$ cat src/pkg/ers_pkg.sv
// Purpose: Constants and types for the exception return shadow control.
// Assumes: 32-bit pointers and scoreboard, single processor clock.
// Notes:   Pointer words carry address in 31..2, valid in 1, fault in 0.
`default_nettype none
package ers_pkg;
  // ---------------------------------------------------------------
  // Widths and field positions
  // ---------------------------------------------------------------
  localparam int unsigned ERS_W         = 32;  // Register width.
  localparam int unsigned ERS_PTR_VALID = 1;   // Valid flag position.
  localparam int unsigned ERS_PTR_FAULT = 0;   // Fault flag position.
  localparam int unsigned ERS_ST_FRZ    = 0;   // Status freeze bit.
  localparam int unsigned ERS_ST_IND    = 1;   // Status interrupt disable.
  localparam int unsigned ERS_ST_MODE   = 31;  // Status privilege mode bit.
  // ---------------------------------------------------------------
  // Control register selectors and reset values
  // ---------------------------------------------------------------
  localparam logic [1:0] ERS_SEL_SSB  = 2'h0;  // Shadow scoreboard.
  localparam logic [1:0] ERS_SEL_SNP  = 2'h1;  // Shadow next pointer.
  localparam logic [1:0] ERS_SEL_SXP  = 2'h2;  // Shadow exec pointer.
  localparam logic [1:0] ERS_SEL_SFP  = 2'h3;  // Shadow fetch pointer.
  localparam logic [31:0] ERS_RST_WORD = 32'h0000_0000; // Reset value.
  localparam logic [31:0] ERS_RST_ST   = 32'h8000_000B; // Status at reset.
  // Return sequencer states.
  typedef enum logic [2:0] {
    ERS_IDLE,
    ERS_SYNC,
    ERS_LOAD,
    ERS_FETCH,
    ERS_DONE
  } ers_state_t;
endpackage
`default_nettype wire

$ cat src/logic/ers_ctrl.sv
// Purpose: Shadow scoreboard, shadow pointers and return sequencing.
// Assumes: Pipeline reports stage advances and pointer words each cycle.
// Notes:   Control register access is a select, strobe and data port.
`timescale 1ns/10ps
`default_nettype none
module ers_ctrl
  import ers_pkg::*;
(
  input  wire logic        sys_clk_i,
  input  wire logic        rst_i,
  input  wire logic        sb_set_i,      // Scoreboard bit set strobe.
  input  wire logic [4:0]  sb_set_idx_i,  // Register index to mark.
  input  wire logic        sb_clr_i,      // Scoreboard bit clear strobe.
  input  wire logic [4:0]  sb_clr_idx_i,  // Register index to release.
  input  wire logic        exc_i,         // Exception recognised pulse.
  input  wire logic        fetch_adv_i,   // Fetch stage moves to next.
  input  wire logic [31:0] fetch_ptr_i,   // Fetch stage pointer word.
  input  wire logic        next_adv_i,    // Next stage moves to exec.
  input  wire logic [31:0] next_ptr_i,    // Next stage pointer word.
  input  wire logic        taken_nodly_i, // Taken branch without delay slot.
  input  wire logic        ret_i,         // Return instruction issued.
  input  wire logic        sync_done_i,   // All earlier work complete.
  input  wire logic        fetch_ack_i,   // Refetched next word arrived.
  input  wire logic        trap_i,        // Trap instruction issued.
  input  wire logic        irq_pend_i,    // Interrupt pending.
  input  wire logic        cr_wr_i,       // Control register write.
  input  wire logic        cr_st_wr_i,    // Status word write.
  input  wire logic        cr_sst_wr_i,   // Saved status word write.
  input  wire logic [1:0]  cr_sel_i,      // Shadow register selector.
  input  wire logic [31:0] cr_wdata_i,    // Control register write data.
  output var  logic [31:0] cr_rdata_o,    // Selected shadow register.
  output var  logic [31:0] live_sb_o,     // Live scoreboard.
  output var  logic [31:0] status_o,      // Status word.
  output var  logic [31:0] saved_status_o,// Saved status word.
  output var  logic        trap_stall_o,  // Trap held by scoreboard.
  output var  logic        ret_busy_o,    // Return sequence in progress.
  output var  logic        refetch_o,     // Prefetch request pulse.
  output var  logic [31:0] refetch_addr_o,// Prefetch word address.
  output var  logic        refetch_mode_o,// Address space for prefetch.
  output var  logic        ret_nop_o,     // Resumed instruction is no-op.
  output var  logic        iaccess_exc_o, // Instruction access exception.
  output var  logic        irq_take_o,    // Interrupt recognised now.
  output var  logic [31:0] exec_ptr_o     // Live exec stage pointer word.
);
  // ---------------------------------------------------------------
  // State
  // ---------------------------------------------------------------
  typedef struct packed {
    ers_state_t  st;         // Return sequencer state.
    logic [31:0] sb;         // Live scoreboard.
    logic [31:0] ssb;        // Shadow scoreboard.
    logic [31:0] stw;        // Status word.
    logic [31:0] sstw;       // Saved status word.
    logic [31:0] xptr;       // Live exec stage pointer.
    logic [31:0] rdata;      // Read data register.
    logic        stall;      // Trap stall.
    logic        busy;       // Return busy.
    logic        refetch;    // Prefetch pulse.
    logic [31:0] raddr;      // Prefetch address.
    logic        rmode;      // Prefetch address space.
    logic        nop;        // No-op marker.
    logic        iexc;       // Instruction access exception.
    logic        irq;        // Interrupt take.
  } ers_ctrl_t;
  ers_ctrl_t cur;       // Registered state.
  ers_ctrl_t next_cur;  // Next state.

  logic        shadow_on;  // Shadowing enabled.
  logic [31:0] snp;        // Shadow next pointer.
  logic [31:0] sfp;        // Shadow fetch pointer.
  logic [31:0] sxp;        // Shadow exec pointer.
  logic [31:0] snp_live;   // Value the next shadow follows.
  logic [31:0] sxp_live;   // Value the exec shadow follows.
  logic        snp_track;  // Next shadow update enable.
  logic        sxp_track;  // Exec shadow update enable.
  logic [31:0] sb_upd;     // Live scoreboard after set and clear.

  // Decode a one-hot mask of a register index, zero register excluded.
  function automatic logic [31:0] idx_mask(input logic [4:0] idx);
    logic [31:0] m;
    m = 32'h0000_0001 << idx;
    m[0] = 1'b0;
    return m;
  endfunction

  assign shadow_on = ~cur.stw[ERS_ST_FRZ];

  // ---------------------------------------------------------------
  // Shadow pointer tracking
  // ---------------------------------------------------------------
  // Next shadow: valid drops on an invalid fetch or a squashing branch;
  // fault copies the fetch fault as the fetch stage advances.
  always_comb begin
    snp_live = fetch_ptr_i;
    if (taken_nodly_i) begin
      snp_live[ERS_PTR_VALID] = 1'b0;
    end
  end
  assign snp_track = fetch_adv_i & shadow_on;

  // Exec shadow: fault copies the next stage fault as the next stage advances.
  always_comb begin
    sxp_live = next_ptr_i;
    sxp_live[ERS_PTR_FAULT] = next_ptr_i[ERS_PTR_FAULT];
  end
  assign sxp_track = next_adv_i & shadow_on;

  ers_shadow_ptr u_snp (
    .sys_clk_i (sys_clk_i),
    .rst_i     (rst_i),
    .track_i   (snp_track),
    .live_i    (snp_live),
    .wr_i      (cr_wr_i && cr_sel_i == ERS_SEL_SNP),
    .wdata_i   (cr_wdata_i),
    .value_o   (snp)
  );

  ers_shadow_ptr u_sfp (
    .sys_clk_i (sys_clk_i),
    .rst_i     (rst_i),
    .track_i   (snp_track),
    .live_i    (fetch_ptr_i),
    .wr_i      (cr_wr_i && cr_sel_i == ERS_SEL_SFP),
    .wdata_i   (cr_wdata_i),
    .value_o   (sfp)
  );

  // The exec shadow has no write strobe: it is read-only.
  ers_shadow_ptr u_sxp (
    .sys_clk_i (sys_clk_i),
    .rst_i     (rst_i),
    .track_i   (sxp_track),
    .live_i    (sxp_live),
    .wr_i      (1'b0),
    .wdata_i   (ERS_RST_WORD),
    .value_o   (sxp)
  );

  // ---------------------------------------------------------------
  // Scoreboard, status and return sequencing
  // ---------------------------------------------------------------
  always_comb begin
    sb_upd = cur.sb;
    if (sb_clr_i) begin
      sb_upd = sb_upd & ~idx_mask(sb_clr_idx_i);
    end
    if (sb_set_i) begin
      sb_upd = sb_upd | idx_mask(sb_set_idx_i);
    end
  end

  // Main next-state process.
  always_comb begin
    next_cur         = cur;
    next_cur.refetch = 1'b0;
    next_cur.iexc    = 1'b0;
    next_cur.irq     = 1'b0;
    next_cur.sb      = sb_upd;
    // Shadow scoreboard follows the live one while not frozen.
    if (shadow_on) begin
      next_cur.ssb = sb_upd;
    end
    if (next_adv_i) begin
      next_cur.xptr = sxp_live;
    end
    // Exception: shadow keeps the old value, live is emptied.
    if (exc_i) begin
      next_cur.sb   = ERS_RST_WORD;
      next_cur.ssb  = shadow_on ? cur.sb : cur.ssb;
      next_cur.sstw = cur.stw;
      next_cur.stw  = cur.stw | ERS_RST_ST;
    end
    // Software writes to shadow scoreboard and status words.
    if (cr_wr_i && cr_sel_i == ERS_SEL_SSB) begin
      next_cur.ssb = cr_wdata_i;
    end
    if (cr_st_wr_i) begin
      next_cur.stw = cr_wdata_i;
    end
    if (cr_sst_wr_i) begin
      next_cur.sstw = cr_wdata_i;
    end
    next_cur.ssb[0] = 1'b0;
    // Trap waits for an empty scoreboard.
    next_cur.stall = trap_i && (sb_upd != ERS_RST_WORD);
    case (cur.st)
      ERS_IDLE: begin
        if (ret_i) begin
          next_cur.busy = 1'b1;
          next_cur.st   = ERS_SYNC;
        end
      end
      ERS_SYNC: begin
        if (sync_done_i) begin
          next_cur.st = ERS_LOAD;
        end
      end
      ERS_LOAD: begin
        next_cur.sb    = cur.ssb;
        next_cur.stw   = cur.sstw;
        next_cur.rmode = cur.sstw[ERS_ST_MODE];
        next_cur.raddr = {snp[31:2], 2'h0};
        next_cur.nop   = ~snp[ERS_PTR_VALID];
        next_cur.refetch = snp[ERS_PTR_VALID];
        next_cur.st    = ERS_FETCH;
      end
      ERS_FETCH: begin
        if (!snp[ERS_PTR_VALID] || fetch_ack_i) begin
          next_cur.iexc = snp[ERS_PTR_VALID] & snp[ERS_PTR_FAULT];
          next_cur.raddr = {sfp[31:2], 2'h0};
          next_cur.refetch = sfp[ERS_PTR_VALID];
          next_cur.st = ERS_DONE;
        end
      end
      ERS_DONE: begin
        next_cur.busy = 1'b0;
        next_cur.irq  = irq_pend_i & ~cur.stw[ERS_ST_IND];
        next_cur.st   = ERS_IDLE;
      end
      default: begin
        next_cur.st = ERS_IDLE;
      end
    endcase
    case (cr_sel_i)
      ERS_SEL_SSB: next_cur.rdata = cur.ssb;
      ERS_SEL_SNP: next_cur.rdata = snp;
      ERS_SEL_SXP: next_cur.rdata = sxp;
      default:     next_cur.rdata = sfp;
    endcase
  end

  // Registers all control state.
  always_ff @(posedge sys_clk_i or posedge rst_i) begin
    if (rst_i) begin
      cur      <= '0;
      cur.st   <= ERS_IDLE;
      cur.stw  <= ERS_RST_ST;
    end else begin
      cur <= next_cur;
    end
  end

  assign cr_rdata_o     = cur.rdata;
  assign live_sb_o      = cur.sb;
  assign status_o       = cur.stw;
  assign saved_status_o = cur.sstw;
  assign trap_stall_o   = cur.stall;
  assign ret_busy_o     = cur.busy;
  assign refetch_o      = cur.refetch;
  assign refetch_addr_o = cur.raddr;
  assign refetch_mode_o = cur.rmode;
  assign ret_nop_o      = cur.nop;
  assign iaccess_exc_o  = cur.iexc;
  assign irq_take_o     = cur.irq;
  assign exec_ptr_o     = cur.xptr;
endmodule
`default_nettype wire

$ cat src/logic/ers_shadow_ptr.sv
// Purpose: One shadow pointer that tracks a live stage pointer.
// Assumes: Tracking only while shadowing is enabled.
// Notes:   Software write always has priority over tracking.
`timescale 1ns/10ps
`default_nettype none
module ers_shadow_ptr
  import ers_pkg::*;
(
  input  wire logic        sys_clk_i,
  input  wire logic        rst_i,
  input  wire logic        track_i,   // Live pointer update, shadow enabled.
  input  wire logic [31:0] live_i,    // Live stage pointer word.
  input  wire logic        wr_i,      // Software write strobe.
  input  wire logic [31:0] wdata_i,   // Software write data.
  output var  logic [31:0] value_o    // Shadow pointer word.
);
  // ---------------------------------------------------------------
  // State
  // ---------------------------------------------------------------
  typedef struct packed {
    logic [31:0] ptr; // Held pointer word.
  } ers_sp_t;
  ers_sp_t cur;  // Registered state.
  ers_sp_t next_cur; // Next state.

  // Software write wins; else follow the live pointer while tracking.
  always_comb begin
    next_cur = cur;
    if (wr_i) begin
      next_cur.ptr = wdata_i;
    end else if (track_i) begin
      next_cur.ptr = live_i;
    end
  end

  // Registers the state.
  always_ff @(posedge sys_clk_i or posedge rst_i) begin
    if (rst_i) begin
      cur <= '{ptr: ERS_RST_WORD};
    end else begin
      cur <= next_cur;
    end
  end

  assign value_o = cur.ptr;
endmodule
`default_nettype wire

$ cat config.mk
export PLATFORM = sky130hd
export DESIGN_NAME = ers_ctrl
export DESIGN_NICKNAME = d
export VERILOG_FILES = /design/src/pkg/ers_pkg.sv /design/src/logic/ers_ctrl.sv /design/src/logic/ers_shadow_ptr.sv
export SDC_FILE = /design/constraint.sdc
export NUM_CORES = 1
export LEC_CHECK = 0
export ABC_AREA = 1
export BUFFER_PORTS_ARGS = -buffer_cell sky130_fd_sc_hd__buf_4
export CELL_PAD_IN_SITES_DETAIL_PLACEMENT = 0
export CELL_PAD_IN_SITES_GLOBAL_PLACEMENT = 2
export CORE_UTILIZATION = 33
export DETAILED_ROUTE_END_ITERATION = 10
export PLACE_DENSITY_LB_ADDON = 0.3
export SLEW_MARGIN = 20
export SYNTH_ARGS = -nofsm -noshare
export SYNTH_HDL_FRONTEND = slang
export SYNTH_SLANG_ARGS = --single-unit
$ cat constraint.sdc
create_clock -name sys_clk_i -period 11.93 [get_ports sys_clk_i]
set_input_delay 1.7895 -clock sys_clk_i [delete_from_list [all_inputs] [get_ports sys_clk_i]]
set_output_delay 1.7895 -clock sys_clk_i [all_outputs]
set_load 0.02 [all_outputs]
==> impl.org <==
** Synthesis
- Share of cell area taken by muxes after synthesis :: 0.000688
- The cell area that synthesis handed to floorplanning was 16400 sq um.
- For this run, the number of Yosys warnings is 0.
- The compound-gate portion of the synthesized area is 0.142.
- Library cell with the largest summed area after synthesis :: dfrtp_1
- Of the post-synthesis cell area, the dominant cell type holds 0.493.
- For this run, the register share of the synthesized area comes to 0.499.
- Of the total synthesized cell area, the portion taken by full adders, half adders and majority gates is 0.
- Simple-gate share of the synthesized area :: 0.198
- In this run, distinct cell masters in the synthesized netlist total 36.
- Average instance area after synthesis :: 8.39 sq um
- Largest cells by area after synthesis :: dfrtp_1 49%, nand2_1 12%, buf_4 8.9%, o221ai_1 4.4%, inv_1 4.2%
- The synthesized design contains 326 register bits.
- Fraction of registers with async set or reset after synthesis :: 1.00
- Number of cells produced by synthesis :: 1951
- By instance count, the leading cell after synthesis is nand2_1.
- XOR/XNOR share of the synthesized area :: 0
- By area, the combinational part of the netlist is dominated by simple AND/OR/NAND/NOR gates.
- In this run, synthesis inferred 0 flip-flops with an integrated enable.
- By count the netlist is led by 520 x nand2_1, 322 x dfrtp_1, 195 x buf_4, 181 x inv_1, 146 x nor2_1.
- Among all flip-flop cells after synthesis, the most frequent one is dfrtp_1.

** STA
- Dividing the final minimum period by the clock period gives 0.317.
- Final max-slew violation count :: 0
- Max Clock Skew :: 0.0353 ns
- Timing would allow up to 265 MHz.
- Fin. Hold Viols :: 0
- Minimum period implied by the final worst setup slack :: 3.78 ns
- On the final layout, the worst hold slack is 0.483 ns.
- Finish-stage setup viols :: 0
- Worst-margin pin slew :: 1.16 ns
- Post-layout worst setup margin :: 8.15 ns
- Adding up every negative setup slack in the final design gives 0 ns.
- Worst rel slew slack :: 0.227
- Setup repair after global routing left no endpoint under its margin.

** Routing
- Across all layers, the routed design uses 13700 vias.
- The highest metal layer carrying signal wires in the routed design is met5.
- Post-detailed-route wirelength per cell :: 22.5 um
- In the final routing, the length of wire on met1 measures 26700 um.
- DR DRC count :: 0
- Summed over all nets, wire length on met2 after detailed routing comes to 29200 um.
- DR vias/cell :: 5.03
- Routed length on met3 :: 3950 um
- Once detail routing completed, the nets flagged for antenna violations numbered 0.
- The first routing iteration left 1167 violations.
- First-pass detailed-route iteration total :: 6
- Total Routed Length :: 61300 um

** Worst setup path
- Data arrival, critical path :: 4.22 ns
- In this run the worst path has a maximum fanout of 32.
- Broken down by cell family, the worst path's largest delay share belongs to buffers and inverters.
- For this run, the slowest stage of the critical path takes 0.79 ns.
- Flop2flop setup slack :: 8.97 ns
- Worst path bufs/invs :: 3
- For this design, the slowest cell found on the critical path is inv_1.
- Category of the most critical setup path :: input port to flip-flop
- The worst setup path is captured at a flip-flop.
- At the worst endpoint, the required time is 12.37 ns.
- Ordered cell list for the critical path :: buf_4 > nor2_4 > nand2_1 > inv_1 > nor2_2 > buf_4 > a22oi_1 > nand2_1
- Kind of start point of the critical path :: input port

** Global route
- Entering global routing, the biggest net connects 130 pins.
- Overall track demand over capacity in global routing :: 0.241
- Total global routing overflow :: 0
- The initial antenna violation count is 6.
- Via count of the first global-routing pass :: 13600
- First-pass GRT wire length :: 89800 um

** Floorplanning
- IO Count :: 323
- Die H :: 225 um
- Area inside the core boundary :: 49000 sq um
- Measured along the x axis, the die boundary spans 225 um.
- The die covers 50500 sq um.
- For this configuration, the core starts out at a cell density of 0.334.
- Row generation in the floorplan step produced 81 rows.

** Power
- Worst-case vdd ir drop :: 0.0945 mV
- Total power consumption of the routed design :: 4.49 mW
- Leak Pwr :: 9.34 nW
- Dividing total power by cell area gives a power density of 234 nW/um^2.

** Finish
- In the final layout, the share of cells above drive strength 1 is 0.207.
- Layout Cells excl Fill :: 2720
- From synthesis to final layout, the design area changed by 17.1%.
- At the end of the flow the core is filled with cells to 0.391.
- For this run, the post-layout net count is 2152.
- Final design instance area without fill :: 19200 sq um

** Place
- Count of buffers inserted at the top-level ports :: 319
- Once placement completed, the tool counted placed cells totaling 2649.
- The HPWL after detailed placement is 44300 um.
- Total placed instance area :: 17800 sq um
- Before CTS, the worst setup slack after placement is 7.55 ns.
- The congestion estimate from routability-driven global placement came to 0.852.

** Clocking
- Clock latency on the worst-skew pair :: 0.57 ns
- CTS saw 326 sinks.
- Clock-pin slew was measured on the worst setup and hold paths at 0.06 ns.
- TritonCTS built the clock tree.
- Root buf cell :: clkbuf_16
- Maximum buffer depth of the clock tree :: 3
- Inserted Clock Buffers :: 40
- CTS-repair resized insts :: 0
- CTS built an H-tree with a depth of 2.
- Buffers inserted to repair hold after CTS numbered 0.
- Post-CTS setup buffer count :: 0

** Outcome
- Result of the run :: finished clean

** Job
- Max-cap violations in this run came to 0.

** Worst hold path
- The worst hold path belongs to the class flip-flop to flip-flop.
==> layout make-up <==
cell class              instances  area [sq um]
diodes                          1          2.50
clock buffers                  59          1180
clock inverters                10          92.6
fillers                      5032         29800
inverters                     186           706
multi-input cells            1138          5630
flip-flops and latches        326          8160
well taps                     664           831
repair buffers                336          2540
==> worst register-to-register path, delay by kind of cell (launching register included) <==
family | cells | cell delay, ns
compound gates | 1 | 0.18
buf+inv | 4 | 1.41
flops | 1 | 0.46
simple gates | 4 | 0.82
==> flip-flops by register name (all words and copies together) (netlist names), 30 cells and up <==
register / count
cur: 34
cr_rdata_o: 32
exec_ptr_o: 32
saved_status_o: 32
status_o: 32
u_sfp.value_o: 32
u_snp.value_o: 32
u_sxp.value_o: 32
live_sb_o: 31
refetch_addr_o: 30
==> cells in the final DEF (no fill, tap or decap), drive strengths merged <==
master / count
o221ai: 82
a22oi: 3
nor3: 9
a32oi: 14
a31oi: 14
o21ai: 96
a221oi: 50
a22o: 1
or3: 1
nand3: 116
clkbuf: 59
mux2: 1
conb: 3
o22ai: 1
diode: 1
clkinvlp: 1
nor2: 151
inv: 185
o211ai: 20
clkinv: 10
o2111ai: 11
nand4: 5
dfrtp: 322
nor4: 1
buf: 336
dfstp: 4
nand2: 521
a21oi: 37
a31o: 1
==> routing by layer <==
layer / vias to the layer above / track usage
met1: 6713 / 0.322
li1: 6431 / -
met3: 85 / 0.0482
met4: 10 / 0.0685
met2: 445 / 0.394
met5: - / 0
==> logic make-up after synthesis <==
logic type	after synthesis
AND/OR/NAND/NOR	804
buffers and inverters	489
AO/OA/AOI/OAI	330
flip-flops	326
multiplexers	1
other	1
==> where the power goes <==
group	internal, mW	switching (mW)	total (mW)
clock	0.690	0.498	1.19
combinational	0.549	1.01	1.56
sequential	1.47	0.273	1.75
==> path summary, 6_finish.rpt <==
check                                   start                  to  cells past startpoint
setup / recovery                  cr_sel_i[1]            cur[197]                      8
hold / removal             refetch_addr_o[26]  refetch_addr_o[26]                      2
setup reg to reg                     cur[233]         status_o[0]                      9
hold reg to reg            refetch_addr_o[26]  refetch_addr_o[26]                      2
max in group asynchronous               rst_i            cur[172]                      4
min in group asynchronous               rst_i        trap_stall_o                      2
Power figures use the tool's default switching activity.
